File: src/flash_pin_defs.svh
`ifndef FLASH_PIN_DEFS_SVH
`define FLASH_PIN_DEFS_SVH

// ----------------------------------------
// Command bytes
// ----------------------------------------
`define CMD_WREN 8'h06
`define CMD_WRDI 8'h04
`define CMD_RDREG_A 8'h0F
`define CMD_RDREG_B 8'h05
`define CMD_WRREG_A 8'h1F
`define CMD_WRREG_B 8'h01
`define CMD_LOAD 8'h02
`define CMD_QLOAD_A 8'h32
`define CMD_QLOAD_B 8'h34
`define CMD_READ 8'h03
`define CMD_FREAD 8'h0B
`define CMD_DREAD 8'h3B
`define CMD_DIOREAD 8'hBB
`define CMD_QREAD 8'h6B
`define CMD_QIOREAD 8'hEB

// ----------------------------------------
// Register addresses and protection register fields
// ----------------------------------------
`define REG_PROT 8'hA0
`define REG_STAT 8'hC0
`define PROT_RESET 8'h78
`define BIT_SPF0 0
`define BIT_WPE 1
`define BIT_TB 2
`define BLK_LSB 3
`define BLK_MSB 6
`define BIT_SPF1 7
`define STAT_BIT_WEL 1

// ----------------------------------------
// Lane widths and phase lengths
// ----------------------------------------
`define W_ONE 3'h1
`define W_TWO 3'h2
`define W_FOUR 3'h4
`define BYTE_BITS 4'h8
`define RD_ADDR_BYTES 2'h3
`define LD_ADDR_BYTES 2'h2
`define RG_ADDR_BYTES 2'h1

// Synchroniser reset: {cs_n, sclk, lane[3:0]}; select reads low so only a real high arms
`define SYNC_RESET 6'h0F

`endif

File: src/flash_pin_pkg.sv
package flash_pin_pkg;

   typedef logic [3:0] lane_vec_t;
   typedef logic [7:0] byte_t;

   typedef enum logic [4:0]
   {
      ST_CMD = 5'h01,
      ST_ADDR = 5'h02,
      ST_WDATA = 5'h04,
      ST_RDATA = 5'h08,
      ST_IGNORE = 5'h10
   } phase_t;

   typedef enum logic [3:0]
   {
      K_RREG = 4'h1,
      K_WREG = 4'h2,
      K_LOAD = 4'h4,
      K_READ = 4'h8
   } kind_t;

   typedef struct packed
   {
      logic armed;
      logic paused;
      logic quad;
      logic sclk_d;
      phase_t phase;
      kind_t kind;
      logic [2:0] win;
      logic [2:0] wout;
      logic [2:0] wdw;
      logic [7:0] rx;
      logic [3:0] rcnt;
      logic [1:0] acnt;
      logic [15:0] addr;
      logic [7:0] reg_addr;
      logic [7:0] tx;
      logic [3:0] tcnt;
      logic [7:0] pre;
      logic pend;
      logic [7:0] prot;
      logic wel;
      logic [3:0] oe;
      logic [3:0] dout;
      logic rd_req;
      logic [15:0] rd_addr;
      logic wr_valid;
      logic [7:0] wr_data;
      logic reject;
   } core_state_t;

endpackage

File: src/pin_sync.sv
`timescale 1ns/10ps
module pin_sync
#(
   parameter int WIDTH = 6,
   parameter logic [WIDTH-1:0] RESET_VALUE = '0
)
(
   input wire logic core_clk,
   input wire logic sys_rst,
   input wire logic [WIDTH-1:0] async_in,
   output logic [WIDTH-1:0] sync_out
);

   typedef struct packed
   {
      logic [WIDTH-1:0] meta;
      logic [WIDTH-1:0] held;
   } sync_state_t;

   sync_state_t s;
   sync_state_t next_s;

   always_comb
   begin
      next_s.meta = async_in;
      next_s.held = s.meta;
   end

   always_ff @(posedge core_clk)
   begin
      if (sys_rst)
      begin
         s.meta <= RESET_VALUE;
         s.held <= RESET_VALUE;
      end
      else
      begin
         s <= next_s;
      end
   end

   assign sync_out = s.held;

endmodule

File: src/flash_pin_core.sv
// Design decisions made here: strobed register access and the placing of the registers.
`timescale 1ns/10ps
`include "flash_pin_defs.svh"
module flash_pin_core
#(
   parameter logic [10:0] ARRAY_BLOCKS = 11'h400
)
(
   input wire logic core_clk,
   input wire logic sys_rst,
   input wire logic sclk,
   input wire logic cs_n,
   input wire flash_pin_pkg::lane_vec_t lane_i,
   output flash_pin_pkg::lane_vec_t lane_o,
   output flash_pin_pkg::lane_vec_t lane_oe,
   output logic rd_req,
   output logic [15:0] rd_addr,
   input wire flash_pin_pkg::byte_t rd_data,
   output logic wr_valid,
   output flash_pin_pkg::byte_t wr_data,
   output logic write_enabled,
   output flash_pin_pkg::byte_t prot_reg,
   output logic hw_protect,
   output logic [10:0] protect_blocks,
   output logic protect_bottom,
   output logic cmd_reject
);
   import flash_pin_pkg::*;

   // ----------------------------------------
   // Decode helpers
   // ----------------------------------------
   function automatic logic is_quad(input logic [7:0] cmd);
      return (cmd == `CMD_QREAD) || (cmd == `CMD_QIOREAD) ||
             (cmd == `CMD_QLOAD_A) || (cmd == `CMD_QLOAD_B);
   endfunction

   function automatic logic [2:0] data_width(input logic [7:0] cmd);
      logic [2:0] w;
      w = `W_ONE;
      if ((cmd == `CMD_DREAD) || (cmd == `CMD_DIOREAD))
         w = `W_TWO;
      else if (is_quad(cmd))
         w = `W_FOUR;
      return w;
   endfunction

   function automatic logic [2:0] addr_width(input logic [7:0] cmd);
      logic [2:0] w;
      w = `W_ONE;
      if (cmd == `CMD_DIOREAD)
         w = `W_TWO;
      else if (cmd == `CMD_QIOREAD)
         w = `W_FOUR;
      return w;
   endfunction

   // Incoming bits enter at the bottom, lane 3 highest within a group
   function automatic logic [7:0] shift_in(input logic [7:0] rx, input logic [3:0] ln, input logic [2:0] w);
      logic [7:0] r;
      case (w)
         `W_FOUR: r = {rx[3:0], ln};
         `W_TWO: r = {rx[5:0], ln[1:0]};
         default: r = {rx[6:0], ln[0]};
      endcase
      return r;
   endfunction

   function automatic logic [7:0] reg_value(input logic [7:0] a, input logic [7:0] prot, input logic wel);
      logic [7:0] v;
      v = 8'h00;
      if (a == `REG_PROT)
         v = prot;
      else if (a == `REG_STAT)
         v[`STAT_BIT_WEL] = wel;
      return v;
   endfunction

   // Protection register update permitted
   function automatic logic wr_ok(input logic [7:0] prot, input logic wp_n, input logic wel);
      logic ok;
      ok = wel;
      if (prot[`BIT_WPE] && !wp_n)
         ok = 1'b0;
      if (!prot[`BIT_SPF1] && prot[`BIT_SPF0] && !wp_n)
         ok = 1'b0;
      if (prot[`BIT_SPF1])
         ok = 1'b0;
      return ok;
   endfunction

   // Protected span in 128KB blocks: smallest nonzero span is two blocks
   function automatic logic [10:0] span_blocks(input logic [3:0] blk);
      logic [15:0] raw;
      raw = (blk == 4'h0) ? 16'h0000 : (16'h0001 << blk);
      if (raw > {5'h00, ARRAY_BLOCKS})
         raw = {5'h00, ARRAY_BLOCKS};
      return raw[10:0];
   endfunction

   // ----------------------------------------
   // Pin synchronisers
   // ----------------------------------------
   logic [5:0] pins_s;
   logic cs_n_s;
   logic sclk_s;
   logic [3:0] lane_s;
   logic wp_n_s;
   logic hold_n_s;

   pin_sync
   #(
      .WIDTH(6),
      .RESET_VALUE(`SYNC_RESET)
   )
   pin_sync_inst
   (
      .core_clk(core_clk),
      .sys_rst(sys_rst),
      .async_in({cs_n, sclk, lane_i}),
      .sync_out(pins_s)
   );

   assign cs_n_s = pins_s[5];
   assign sclk_s = pins_s[4];
   assign lane_s = pins_s[3:0];
   assign wp_n_s = lane_s[2];
   assign hold_n_s = lane_s[3];

   // ----------------------------------------
   // Edge detection and protection state
   // ----------------------------------------
   core_state_t s;
   core_state_t next_s;
   logic active;
   logic rise;
   logic fall;
   logic hw_lock;
   logic [7:0] rx_next;
   logic [7:0] src;
   logic [3:0] cnt;
   logic [3:0] tbase;

   assign active = s.armed && !cs_n_s && !s.paused;
   // Edges found from levels, so either idle level at select edges is fine
   assign rise = active && sclk_s && !s.sclk_d;
   assign fall = active && !sclk_s && s.sclk_d;
   assign hw_lock = s.prot[`BIT_WPE] && !wp_n_s;
   assign rx_next = shift_in(s.rx, lane_s, s.win);
   assign cnt = s.rcnt + {1'b0, s.win};

   // ----------------------------------------
   // Next state
   // ----------------------------------------
   always_comb
   begin
      next_s = s;
      src = s.tx;
      tbase = `BYTE_BITS;
      next_s.rd_req = 1'b0;
      next_s.wr_valid = 1'b0;
      next_s.reject = 1'b0;
      next_s.sclk_d = sclk_s;
      next_s.pend = s.rd_req;
      if (s.pend)
         next_s.pre = rd_data;
      if (cs_n_s)
      begin
         next_s.armed = 1'b1;
         next_s.phase = ST_CMD;
         next_s.rcnt = 4'h0;
         next_s.win = `W_ONE;
         next_s.oe = 4'h0;
         next_s.quad = 1'b0;
         next_s.paused = 1'b0;
      end
      else if (s.armed)
      begin
         if (!sclk_s)
            next_s.paused = !hold_n_s && !s.quad;
         if (rise && (s.phase != ST_RDATA) && (s.phase != ST_IGNORE))
         begin
            next_s.rx = rx_next;
            next_s.rcnt = (cnt == `BYTE_BITS) ? 4'h0 : cnt;
            if (cnt == `BYTE_BITS)
            begin
               case (s.phase)
                  ST_CMD:
                  begin
                     next_s.phase = ST_IGNORE;
                     case (rx_next)
                        `CMD_WREN:
                        begin
                           if (!hw_lock)
                              next_s.wel = 1'b1;
                        end
                        `CMD_WRDI:
                        begin
                           next_s.wel = 1'b0;
                        end
                        `CMD_RDREG_A, `CMD_RDREG_B:
                        begin
                           next_s.kind = K_RREG;
                           next_s.acnt = `RG_ADDR_BYTES;
                           next_s.phase = ST_ADDR;
                        end
                        `CMD_WRREG_A, `CMD_WRREG_B:
                        begin
                           next_s.kind = K_WREG;
                           next_s.acnt = `RG_ADDR_BYTES;
                           next_s.phase = ST_ADDR;
                        end
                        `CMD_LOAD, `CMD_QLOAD_A, `CMD_QLOAD_B:
                        begin
                           if (!s.wel || hw_lock || (is_quad(rx_next) && s.prot[`BIT_WPE]))
                           begin
                              next_s.reject = 1'b1;
                           end
                           else
                           begin
                              next_s.kind = K_LOAD;
                              next_s.acnt = `LD_ADDR_BYTES;
                              next_s.wdw = data_width(rx_next);
                              next_s.quad = is_quad(rx_next);
                              next_s.phase = ST_ADDR;
                           end
                        end
                        `CMD_READ, `CMD_FREAD, `CMD_DREAD, `CMD_DIOREAD, `CMD_QREAD, `CMD_QIOREAD:
                        begin
                           if (is_quad(rx_next) && s.prot[`BIT_WPE])
                           begin
                              next_s.reject = 1'b1;
                           end
                           else
                           begin
                              next_s.kind = K_READ;
                              next_s.acnt = `RD_ADDR_BYTES;
                              next_s.win = addr_width(rx_next);
                              next_s.wout = data_width(rx_next);
                              next_s.quad = is_quad(rx_next);
                              next_s.phase = ST_ADDR;
                           end
                        end
                        default:
                        begin
                           next_s.phase = ST_IGNORE;
                        end
                     endcase
                  end
                  ST_ADDR:
                  begin
                     if ((s.kind != K_READ) || (s.acnt != 2'h1))
                        next_s.addr = {s.addr[7:0], rx_next};
                     next_s.reg_addr = rx_next;
                     next_s.acnt = s.acnt - 2'h1;
                     if (s.acnt == 2'h1)
                     begin
                        next_s.tcnt = 4'h0;
                        case (s.kind)
                           K_RREG:
                           begin
                              next_s.pre = reg_value(rx_next, s.prot, s.wel);
                              next_s.wout = `W_ONE;
                              next_s.phase = ST_RDATA;
                           end
                           K_WREG:
                           begin
                              next_s.phase = ST_WDATA;
                           end
                           K_LOAD:
                           begin
                              next_s.win = s.wdw;
                              next_s.phase = ST_WDATA;
                           end
                           K_READ:
                           begin
                              next_s.rd_req = 1'b1;
                              next_s.rd_addr = s.addr;
                              next_s.addr = s.addr + 16'h0001;
                              next_s.phase = ST_RDATA;
                           end
                           default:
                           begin
                              next_s.phase = ST_IGNORE;
                           end
                        endcase
                     end
                  end
                  ST_WDATA:
                  begin
                     if (s.kind == K_WREG)
                     begin
                        if ((s.reg_addr == `REG_PROT) && wr_ok(s.prot, wp_n_s, s.wel))
                           next_s.prot = rx_next;
                        else
                           next_s.reject = 1'b1;
                        next_s.phase = ST_IGNORE;
                     end
                     else if (hw_lock)
                     begin
                        next_s.reject = 1'b1;
                     end
                     else
                     begin
                        next_s.wr_valid = 1'b1;
                        next_s.wr_data = rx_next;
                     end
                  end
                  default:
                  begin
                     next_s.phase = ST_IGNORE;
                  end
               endcase
            end
         end
         if (fall && (s.phase == ST_RDATA))
         begin
            if (s.tcnt == 4'h0)
            begin
               src = s.pre;
               if (s.kind == K_READ)
               begin
                  next_s.rd_req = 1'b1;
                  next_s.rd_addr = s.addr;
                  next_s.addr = s.addr + 16'h0001;
               end
            end
            else
            begin
               tbase = s.tcnt;
            end
            case (s.wout)
               `W_FOUR:
               begin
                  next_s.dout = src[7:4];
                  next_s.oe = 4'hF;
               end
               `W_TWO:
               begin
                  next_s.dout = {2'h0, src[7:6]};
                  next_s.oe = 4'h3;
               end
               default:
               begin
                  next_s.dout = {2'h0, src[7], 1'b0};
                  next_s.oe = 4'h2;
               end
            endcase
            next_s.tx = src << s.wout;
            next_s.tcnt = tbase - {1'b0, s.wout};
         end
      end
   end

   always_ff @(posedge core_clk)
   begin
      if (sys_rst)
      begin
         s <= '0;
         s.phase <= ST_CMD;
         s.kind <= K_READ;
         s.win <= `W_ONE;
         s.wout <= `W_ONE;
         s.wdw <= `W_ONE;
         s.prot <= `PROT_RESET;
      end
      else
      begin
         s <= next_s;
      end
   end

   // ----------------------------------------
   // Outputs
   // ----------------------------------------
   assign lane_o = s.dout;
   assign lane_oe = s.paused ? 4'h0 : s.oe;
   assign rd_req = s.rd_req;
   assign rd_addr = s.rd_addr;
   assign wr_valid = s.wr_valid;
   assign wr_data = s.wr_data;
   assign write_enabled = s.wel;
   assign prot_reg = s.prot;
   assign hw_protect = s.prot[`BIT_WPE];
   assign protect_blocks = span_blocks(s.prot[`BLK_MSB:`BLK_LSB]);
   assign protect_bottom = s.prot[`BIT_TB];
   assign cmd_reject = s.reject;

   // ----------------------------------------
   // Checks
   // ----------------------------------------
   AST_DESEL_HIGHZ: assert property (@(posedge core_clk) disable iff (sys_rst)
      cs_n_s |=> (lane_oe == 4'h0))
      else $error("lanes driven while deselected");

   AST_NOT_ARMED: assert property (@(posedge core_clk) disable iff (sys_rst)
      !s.armed |-> (s.phase == ST_CMD) && (lane_oe == 4'h0) && !s.wr_valid)
      else $error("activity before first select");

   AST_CS_RESET: assert property (@(posedge core_clk) disable iff (sys_rst)
      $rose(cs_n_s) |=> (s.phase == ST_CMD) && (s.rcnt == 4'h0) && !s.paused)
      else $error("decoder not reset by select rise");

   AST_RISE_SAMPLE: assert property (@(posedge core_clk) disable iff (sys_rst)
      (rise && (s.phase == ST_CMD)) |=> (s.rx[0] == $past(lane_s[0])))
      else $error("serial input not sampled on rising clock");

   AST_SINGLE_OUT: assert property (@(posedge core_clk) disable iff (sys_rst)
      (fall && (s.phase == ST_RDATA) && (s.wout == `W_ONE)) |=> (lane_oe == 4'h2) ##1 $stable(lane_o))
      else $error("single lane output not on lane 1");

   AST_HW_LOCK: assert property (@(posedge core_clk) disable iff (sys_rst)
      (s.prot[`BIT_WPE] && !wp_n_s) |=> $stable(s.prot) && !s.wr_valid)
      else $error("write while hardware protected");

   AST_QUAD_REJECT: assert property (@(posedge core_clk) disable iff (sys_rst)
      s.prot[`BIT_WPE] |-> !s.quad)
      else $error("quad operation while protect enable set");

   AST_PAUSE_ENTRY: assert property (@(posedge core_clk) disable iff (sys_rst)
      (s.armed && !cs_n_s && !sclk_s && !hold_n_s && !s.quad) |=> s.paused && (lane_oe == 4'h0))
      else $error("pause not entered");

   AST_PAUSE_EXIT: assert property (@(posedge core_clk) disable iff (sys_rst)
      (s.paused && !cs_n_s && !sclk_s && hold_n_s) |=> !s.paused)
      else $error("pause not released");

   AST_PAUSE_KEEP: assert property (@(posedge core_clk) disable iff (sys_rst)
      (s.paused && $past(s.paused) && !cs_n_s) |-> $stable(s.phase) && $stable(s.rx) && $stable(s.rcnt))
      else $error("state lost while paused");

   AST_QUAD_NO_PAUSE: assert property (@(posedge core_clk) disable iff (sys_rst)
      (s.quad && !cs_n_s) |=> !s.paused)
      else $error("pause during quad command");

endmodule

File: config.mk
export PLATFORM = sky130hd
export DESIGN_NAME = flash_pin_core
export DESIGN_NICKNAME = d
export VERILOG_FILES = /design/src/flash_pin_pkg.sv /design/src/pin_sync.sv /design/src/flash_pin_core.sv
export VERILOG_INCLUDE_DIRS = /design/src /design/src/src
export SDC_FILE = /design/constraint.sdc
export NUM_CORES = 1
export LEC_CHECK = 0
export BUFFER_PORTS_ARGS = -buffer_cell sky130_fd_sc_hd__buf_2
export CAP_MARGIN = 25
export CORE_MARGIN = 8
export CORE_UTILIZATION = 35
export DETAILED_ROUTE_END_ITERATION = 10
export SYNTH_ARGS = -nofsm -noshare
export SYNTH_HDL_FRONTEND = slang
export SYNTH_SLANG_ARGS = --single-unit
File: constraint.sdc
create_clock -name core_clk -period 8.9 [get_ports core_clk]
set_clock_uncertainty 0.1 [all_clocks]
set_input_delay 0.445 -clock core_clk [delete_from_list [all_inputs] [get_ports core_clk]]
set_output_delay 0.445 -clock core_clk [all_outputs]
set_load 0.05 [all_outputs]
==> flow_summary_export.csv, run 1 <==
group,metric,value,unit
yosys,syn-cell-area,7533,sq um
placement,dpl.hpwl,14270,microns
power_and_ir_drop,worst_ir_drop_vdd,123.4,uV
worst_setup_path,crit_family,"simple AND/OR/NAND/NOR gates",
sta,fin_crit,3.933,ns
yosys,synth-edff-count,0,
floorplan,die_h,162.7,microns
clock_network,h-tree-depth,4,
layout,syn2layout_area_growth,11.97,%
clock_network,numCtsBuffers,17,
yosys,ys_warn_count,0,
detailed_routing,via_count,6638,
power_and_ir_drop,power.density,168.2,nW/um^2
placement,place_area,7782,sq um
sta,timing.slew.headroom,0.3960,
detailed_routing,wl_met1,9686,microns
floorplan,start_util,0.3572,
detailed_routing,route.detailed.drc,0,
clock_network,cts_sinks,135,
layout,seq_area,2703,sq um
flow_run,max-cap-violations,0,
layout,top_register,"s",
placement,dp_slack,5.068,ns
detailed_routing,dr_wl_met3,1174,microns
layout,nets,953,
grt,grt_max_degree,89,
detailed_routing,first_iter_violations,593,
status,status,"finished, final reports clean",
power_and_ir_drop,finalPower,0.001419,W
clock_network,cts-root-buf,"clkbuf_16",
yosys,synth_top_area_cell,"dfxtp_1",
worst_setup_path,r2r-start,"s[109]",
yosys,syn_avg_cell_area,8.180,sq um
worst_setup_path,cpMostUsedCell,"nor2_1",
grt,antenna_found_initial,0,
layout,most-common-layout-cells,"dfxtp_1, nor2_1, nand2_1",
detailed_routing,routed.top_layer,"met4",
worst_setup_path,crit_fanout,21,
power_and_ir_drop,p_leak,3.286,nW
grt,grt_pass1_wl,32980,microns
sta,worst_pin_slew,0.9060,ns
layout,antenna_cells,0,
yosys,synthArstFlopShare,0,
detailed_routing,via_per_inst,5.472,
layout,multi_input_area,4225,sq um
floorplan,die_area,26470,sq um
sta,finalHoldViolCount,0,
sta,rsz0062_at_grt,"false",
worst_hold_path,min_path_type,"input pin to flop",
sta,maxSlewViolCount,0,
clock_network,clk_pin_slew_worst_paths,0.06,ns
worst_setup_path,worst-path-buf-inv,2,
yosys,synthDominantCellAreaShare,0.3587,
worst_setup_path,cp.depth,12,
layout,final_common_cell,"dfxtp_1",
clock_network,clock_path_buffers,2,
worst_setup_path,r2r-end,"s[48]",
placement,portBuffers,71,
worst_setup_path,worstPathCellList,"ha_1, inv_1, fa_1, xnor2_1, nor3b_1, nand2_2, nor3_4, buf_4, and3_1, nor2_1, a31oi_1, nor2_1",
grt,grt_util_all_layers,0.1541,
clock_network,clk_latency,0.42,ns
floorplan,io_pins,73,
worst_setup_path,path_class,"flop to flop",
detailed_routing,met2WireLength,9131,microns
sta,setup_viol,0,
worst_setup_path,slowest_stage,"dfxtp_1",
floorplan,rows,53,
floorplan,coreArea,21090,sq um
clock_network,cts_resized,0,
placement,gp_congestion,0.8447,
worst_hold_path,min_from,"lane_i[0]",
sta,fin_crit_sh,0.4419,
detailed_routing,routedWlPerCell,16.72,microns
yosys,ys_seq_area_frac,0.3587,
yosys,synth_cells,921,
sta,finalSetupTns,0,ns
clock_network,ctsHoldBuffers,0,
worst_hold_path,holdPathEnd,"pin_sync_inst.next_s[0]",
sta,max_freq,254.2,MHz
yosys,synth_nets,947,
floorplan,die-width,162.7,microns
detailed_routing,wirelength,20280,microns
layout,num-fill-cells,2165,
yosys,synth_cell_types,89,
detailed_routing,drtAntennaViolNets,0,
sta,timing.final.ws_setup,4.967,ns
worst_hold_path,hold_depth,2,
yosys,ys_seq_elements,135,
worst_setup_path,critPathMaxStageDelay,0.70,ns
clock_network,cts_tree,"built",
detailed_routing,drt-pass1-iter-count,7,
worst_setup_path,r2r_setup_slack,4.97,ns
yosys,synth_flop_cell,"dfxtp_1",
clock_network,post_cts_buffers,0,
worst_setup_path,critPathCaptureType,"flop",
grt,overflow,0,
grt,grt_pass1_vias,6031,
worst_setup_path,critPathLaunchType,"flop",
layout,layout-drive-gt1-share,0.1663,
layout,design_area,8436,sq um
worst_setup_path,cp.arrival,4.14,ns
worst_setup_path,reg2reg_depth,12,
layout,largest_reg_flops,83,
worst_setup_path,cp.required,9.10,ns
yosys,synthTopCellsByArea,"dfxtp_1, mux2i_1, nor2_1",
stage by stage:
stage          hold WS (ns)  std cells    util
2_1_floorplan        0.2895        921       -
3_3_place_gp         0.2918       1180  0.3675
3_5_place_dp         0.2929       1182  0.3691
4_1_cts             0.08707       1212  0.3993
5_1_grt             0.08528       1213  0.4000
6_report            0.09928       1213  0.4000
layout make-up:
type,count,area share
inverters,16,0.007120
well taps,275,0.04079
clock inverters,11,0.02314
multi-input cells,675,0.5009
flip-flops and latches,135,0.3204
clock buffers,19,0.05251
repair buffers,82,0.05518
how the worst max path moves through the flow:
stage	slack (ns)	from	to
6_report	4.97	s[109]	s[48]
5_1_grt	4.63	s[110]	s[48]
4_1_cts	5.01	s[109]	s[50]
3_5_place_dp	5.07	s[109]	s[50]
3_3_place_gp	4.95	s[110]	s[79]
2_1_floorplan	5.86	s[110]	prot_reg[3]
routing by layer:
layer,vias up,GRT usage
li1,3296,-
met2,206,0.2359
met5,-,0
met3,23,0.03362
met4,0,0.05254
met1,3113,0.2099
where the power goes:
group / internal (W) / switching [W] / leakage [nW]
logic: 0.0000101 / 0.0000216 / 1.88
clock network: 0.000503 / 0.000271 / 0.314
registers: 0.000608 / 0.00000429 / 1.09
cells by family (layout without fill, tap and decap cells):
family | after synthesis | after routing | share of synthesized area
compound gates | 231 | 231 | 0.2159
xor+xnor | 12 | 12 | 0.01594
flops | 135 | 135 | 0.3587
simple gates | 374 | 374 | 0.2461
other cells | 1 | 1 | 0.0004978
mux | 47 | 47 | 0.06245
buf+inv | 111 | 128 | 0.08171
fa+ha+maj | 10 | 10 | 0.01860
synth_stat cells (5+ instances only):
master    number
a211o_1        7
mux2i_1       47
clkbuf_1      34
nor2b_1       19
o22ai_1        8
and3_1        13
o21ai_0       26
a21oi_1       82
buf_2         12
or3_1          8
o21a_1         5
nor2_1       111
nand2b_1      12
o21ai_1        5
xnor2_1        6
o21bai_1       5
a21o_1         5
dfxtp_1      135
and2_1         6
inv_1         15
or2_2         10
buf_4         43
nand2_1       88
o211ai_1       6
a211oi_1      18
a31oi_1       14
nand4_1       11
nor3b_1        8
nor4_1         7
nor3_1        28
nor4b_1        5
ha_1           8
nand3_1       29
Power figures use the tool's default switching activity.
==> run 2, diff against run 1 <==
==> constraint.sdc (replaced) <==
create_clock -name core_clk -period 3.9 [get_ports core_clk]
set_clock_uncertainty 0.1 [all_clocks]
set_input_delay 0.195 -clock core_clk [delete_from_list [all_inputs] [get_ports core_clk]]
set_output_delay 0.195 -clock core_clk [all_outputs]
set_load 0.05 [all_outputs]
==> run 2 against run 1 <==
Compared with the run above: first-iteration DRC count shrank 2.5%; register-to-register slack lost 4.3 ns; sequential power grew 130%; global-route usage grew 0.44 points; wire length grew 2.4%; sequential share of layout area shrank 0.15 points; non-clock buffer count grew 17; cell area grew 0.46%; clock-buffer cell count grew 1; clock power grew 97%; fmax grew 22%; die area is the same; critical path type unchanged; largest cell class unchanged; largest power group unchanged.
==> flow_summary_export.csv, run 2 (same netlist as run 1, synthesis figures left out) <==
group,metric,value,unit
status,status,"finished, final reports clean",
sta,fin_crit_sh,0.8286,
clock_network,clk_pin_slew_worst_paths,0.06,ns
placement,portBuffers,71,
worst_setup_path,crit_fanout,14,
layout,top_register,"s",
power_and_ir_drop,power.density,355.0,nW/um^2
sta,finalHoldViolCount,0,
sta,maxSlewViolCount,0,
worst_setup_path,critPathMaxStageDelay,0.49,ns
worst_setup_path,cp.arrival,3.42,ns
worst_setup_path,r2r-end,"s[103]",
layout,multi_input_area,4225,sq um
grt,overflow,0,
layout,final_common_cell,"dfxtp_1",
placement,dp_slack,0.7131,ns
clock_network,cts-root-buf,"clkbuf_16",
worst_setup_path,slowest_stage,"nor4b_1",
layout,largest_reg_flops,83,
detailed_routing,route.detailed.drc,0,
grt,grt_util_all_layers,0.1585,
flow_run,max-cap-violations,0,
sta,rsz0062_at_grt,"false",
floorplan,rows,53,
sta,finalSetupTns,0,ns
worst_hold_path,holdPathEnd,"s[52]",
worst_setup_path,r2r_setup_slack,0.67,ns
placement,dpl.hpwl,14670,microns
worst_setup_path,reg2reg_depth,10,
worst_hold_path,min_path_type,"input pin to flop",
layout,seq_area,2703,sq um
grt,grt_pass1_wl,33910,microns
clock_network,post_cts_buffers,0,
clock_network,cts_sinks,135,
grt,antenna_found_initial,0,
sta,timing.slew.headroom,0.5008,
worst_hold_path,hold_depth,5,
floorplan,start_util,0.3572,
placement,gp_congestion,0.9059,
placement,place_area,7855,sq um
worst_setup_path,cp.required,4.09,ns
worst_setup_path,path_class,"flop to flop",
floorplan,die_area,26470,sq um
worst_setup_path,cpMostUsedCell,"buf_4",
floorplan,die_h,162.7,microns
grt,grt_max_degree,63,
detailed_routing,via_per_inst,5.420,
sta,fin_crit,3.232,ns
detailed_routing,via_count,6672,
detailed_routing,drtAntennaViolNets,0,
worst_setup_path,worstPathCellList,"buf_4, nand2b_4, or2_0, o221a_1, buf_4, xnor2_2, o21ai_4, nor4b_1, nor2b_1, o21ai_0",
sta,worst_pin_slew,0.7300,ns
layout,layout-drive-gt1-share,0.1757,
clock_network,numCtsBuffers,17,
layout,antenna_cells,0,
power_and_ir_drop,p_leak,3.309,nW
clock_network,clk_latency,0.42,ns
sta,timing.final.ws_setup,0.6683,ns
worst_setup_path,crit_family,"simple AND/OR/NAND/NOR gates",
sta,setup_viol,0,
floorplan,die-width,162.7,microns
layout,num-fill-cells,2216,
layout,most-common-layout-cells,"dfxtp_1, nor2_1, nand2_1",
layout,design_area,8474,sq um
clock_network,cts_resized,0,
clock_network,cts_tree,"built",
worst_setup_path,critPathLaunchType,"flop",
grt,grt_pass1_vias,6214,
worst_setup_path,r2r-start,"s[109]",
detailed_routing,wirelength,20760,microns
detailed_routing,first_iter_violations,578,
worst_hold_path,min_from,"rd_data[7]",
clock_network,h-tree-depth,4,
detailed_routing,routedWlPerCell,16.86,microns
power_and_ir_drop,worst_ir_drop_vdd,345.1,uV
clock_network,clock_path_buffers,2,
power_and_ir_drop,finalPower,0.003009,W
layout,nets,970,
floorplan,coreArea,21090,sq um
sta,max_freq,309.4,MHz
layout,syn2layout_area_growth,12.49,%
clock_network,ctsHoldBuffers,6,
worst_setup_path,worst-path-buf-inv,2,
worst_setup_path,critPathCaptureType,"flop",
detailed_routing,drt-pass1-iter-count,5,
floorplan,io_pins,73,
run 2: worst max path at each step:
stage | startpoint | end | slack [ns] | cells after the start
finish | s[109] | s[103] | 0.67 | 10
global placement | s[109] | s[103] | 0.76 | 10
CTS | s[110] | s[104] | 0.67 | 10
detailed placement | s[110] | s[104] | 0.71 | 10
floorplan | s[110] | prot_reg[3] | 0.86 | 12
global route | s[109] | s[103] | 0.42 | 10
run 2: area by class of cell:
cell class / count / share of cell area
timing repair buffer: 99 / 0.06880
multi-input combinational: 675 / 0.4986
sequential: 135 / 0.3189
tap: 275 / 0.04060
clock buffer: 20 / 0.05389
inverter: 16 / 0.007087
clock inverter: 11 / 0.01211
run 2: stage by stage:
| step | cells | hold slack [ns] | utilization |
|---|---|---|---|
| 2_1_floorplan | 921 | 0.1988 | - |
| 5_1_grt | 1231 | 0.04030 | 0.4019 |
| 6_report | 1231 | 0.03824 | 0.4019 |
| 4_1_cts | 1231 | 0.02745 | 0.4019 |
| 3_3_place_gp | 1194 | 0.2788 | 0.3725 |
| 3_5_place_dp | 1194 | 0.2798 | 0.3725 |
run 2: report_power, final:
part	switching [W]	total, W	internal, W
clock network	0.000628	0.00153	0.000906
logic	0.0000497	0.0000765	0.0000268
registers	0.00000968	0.00140	0.00139
total	0.000688	0.00301	0.00232
run 2: worst min-delay path: stages:
cell     delay, ns
buf_2         0.08
mux2i_1       0.06
nor2_1        0.08
a31oi_1       0.05
nor2_1        0.07
run 2: layer usage:
| metal | global-route usage | routed length [microns] |
|---|---|---|
| met1 | 0.2174 | 9989 |
| met2 | 0.2433 | 9286 |
| met3 | 0.03463 | 1178 |
| met4 | 0.04837 | 303 |
| met5 | 0 | 0 |
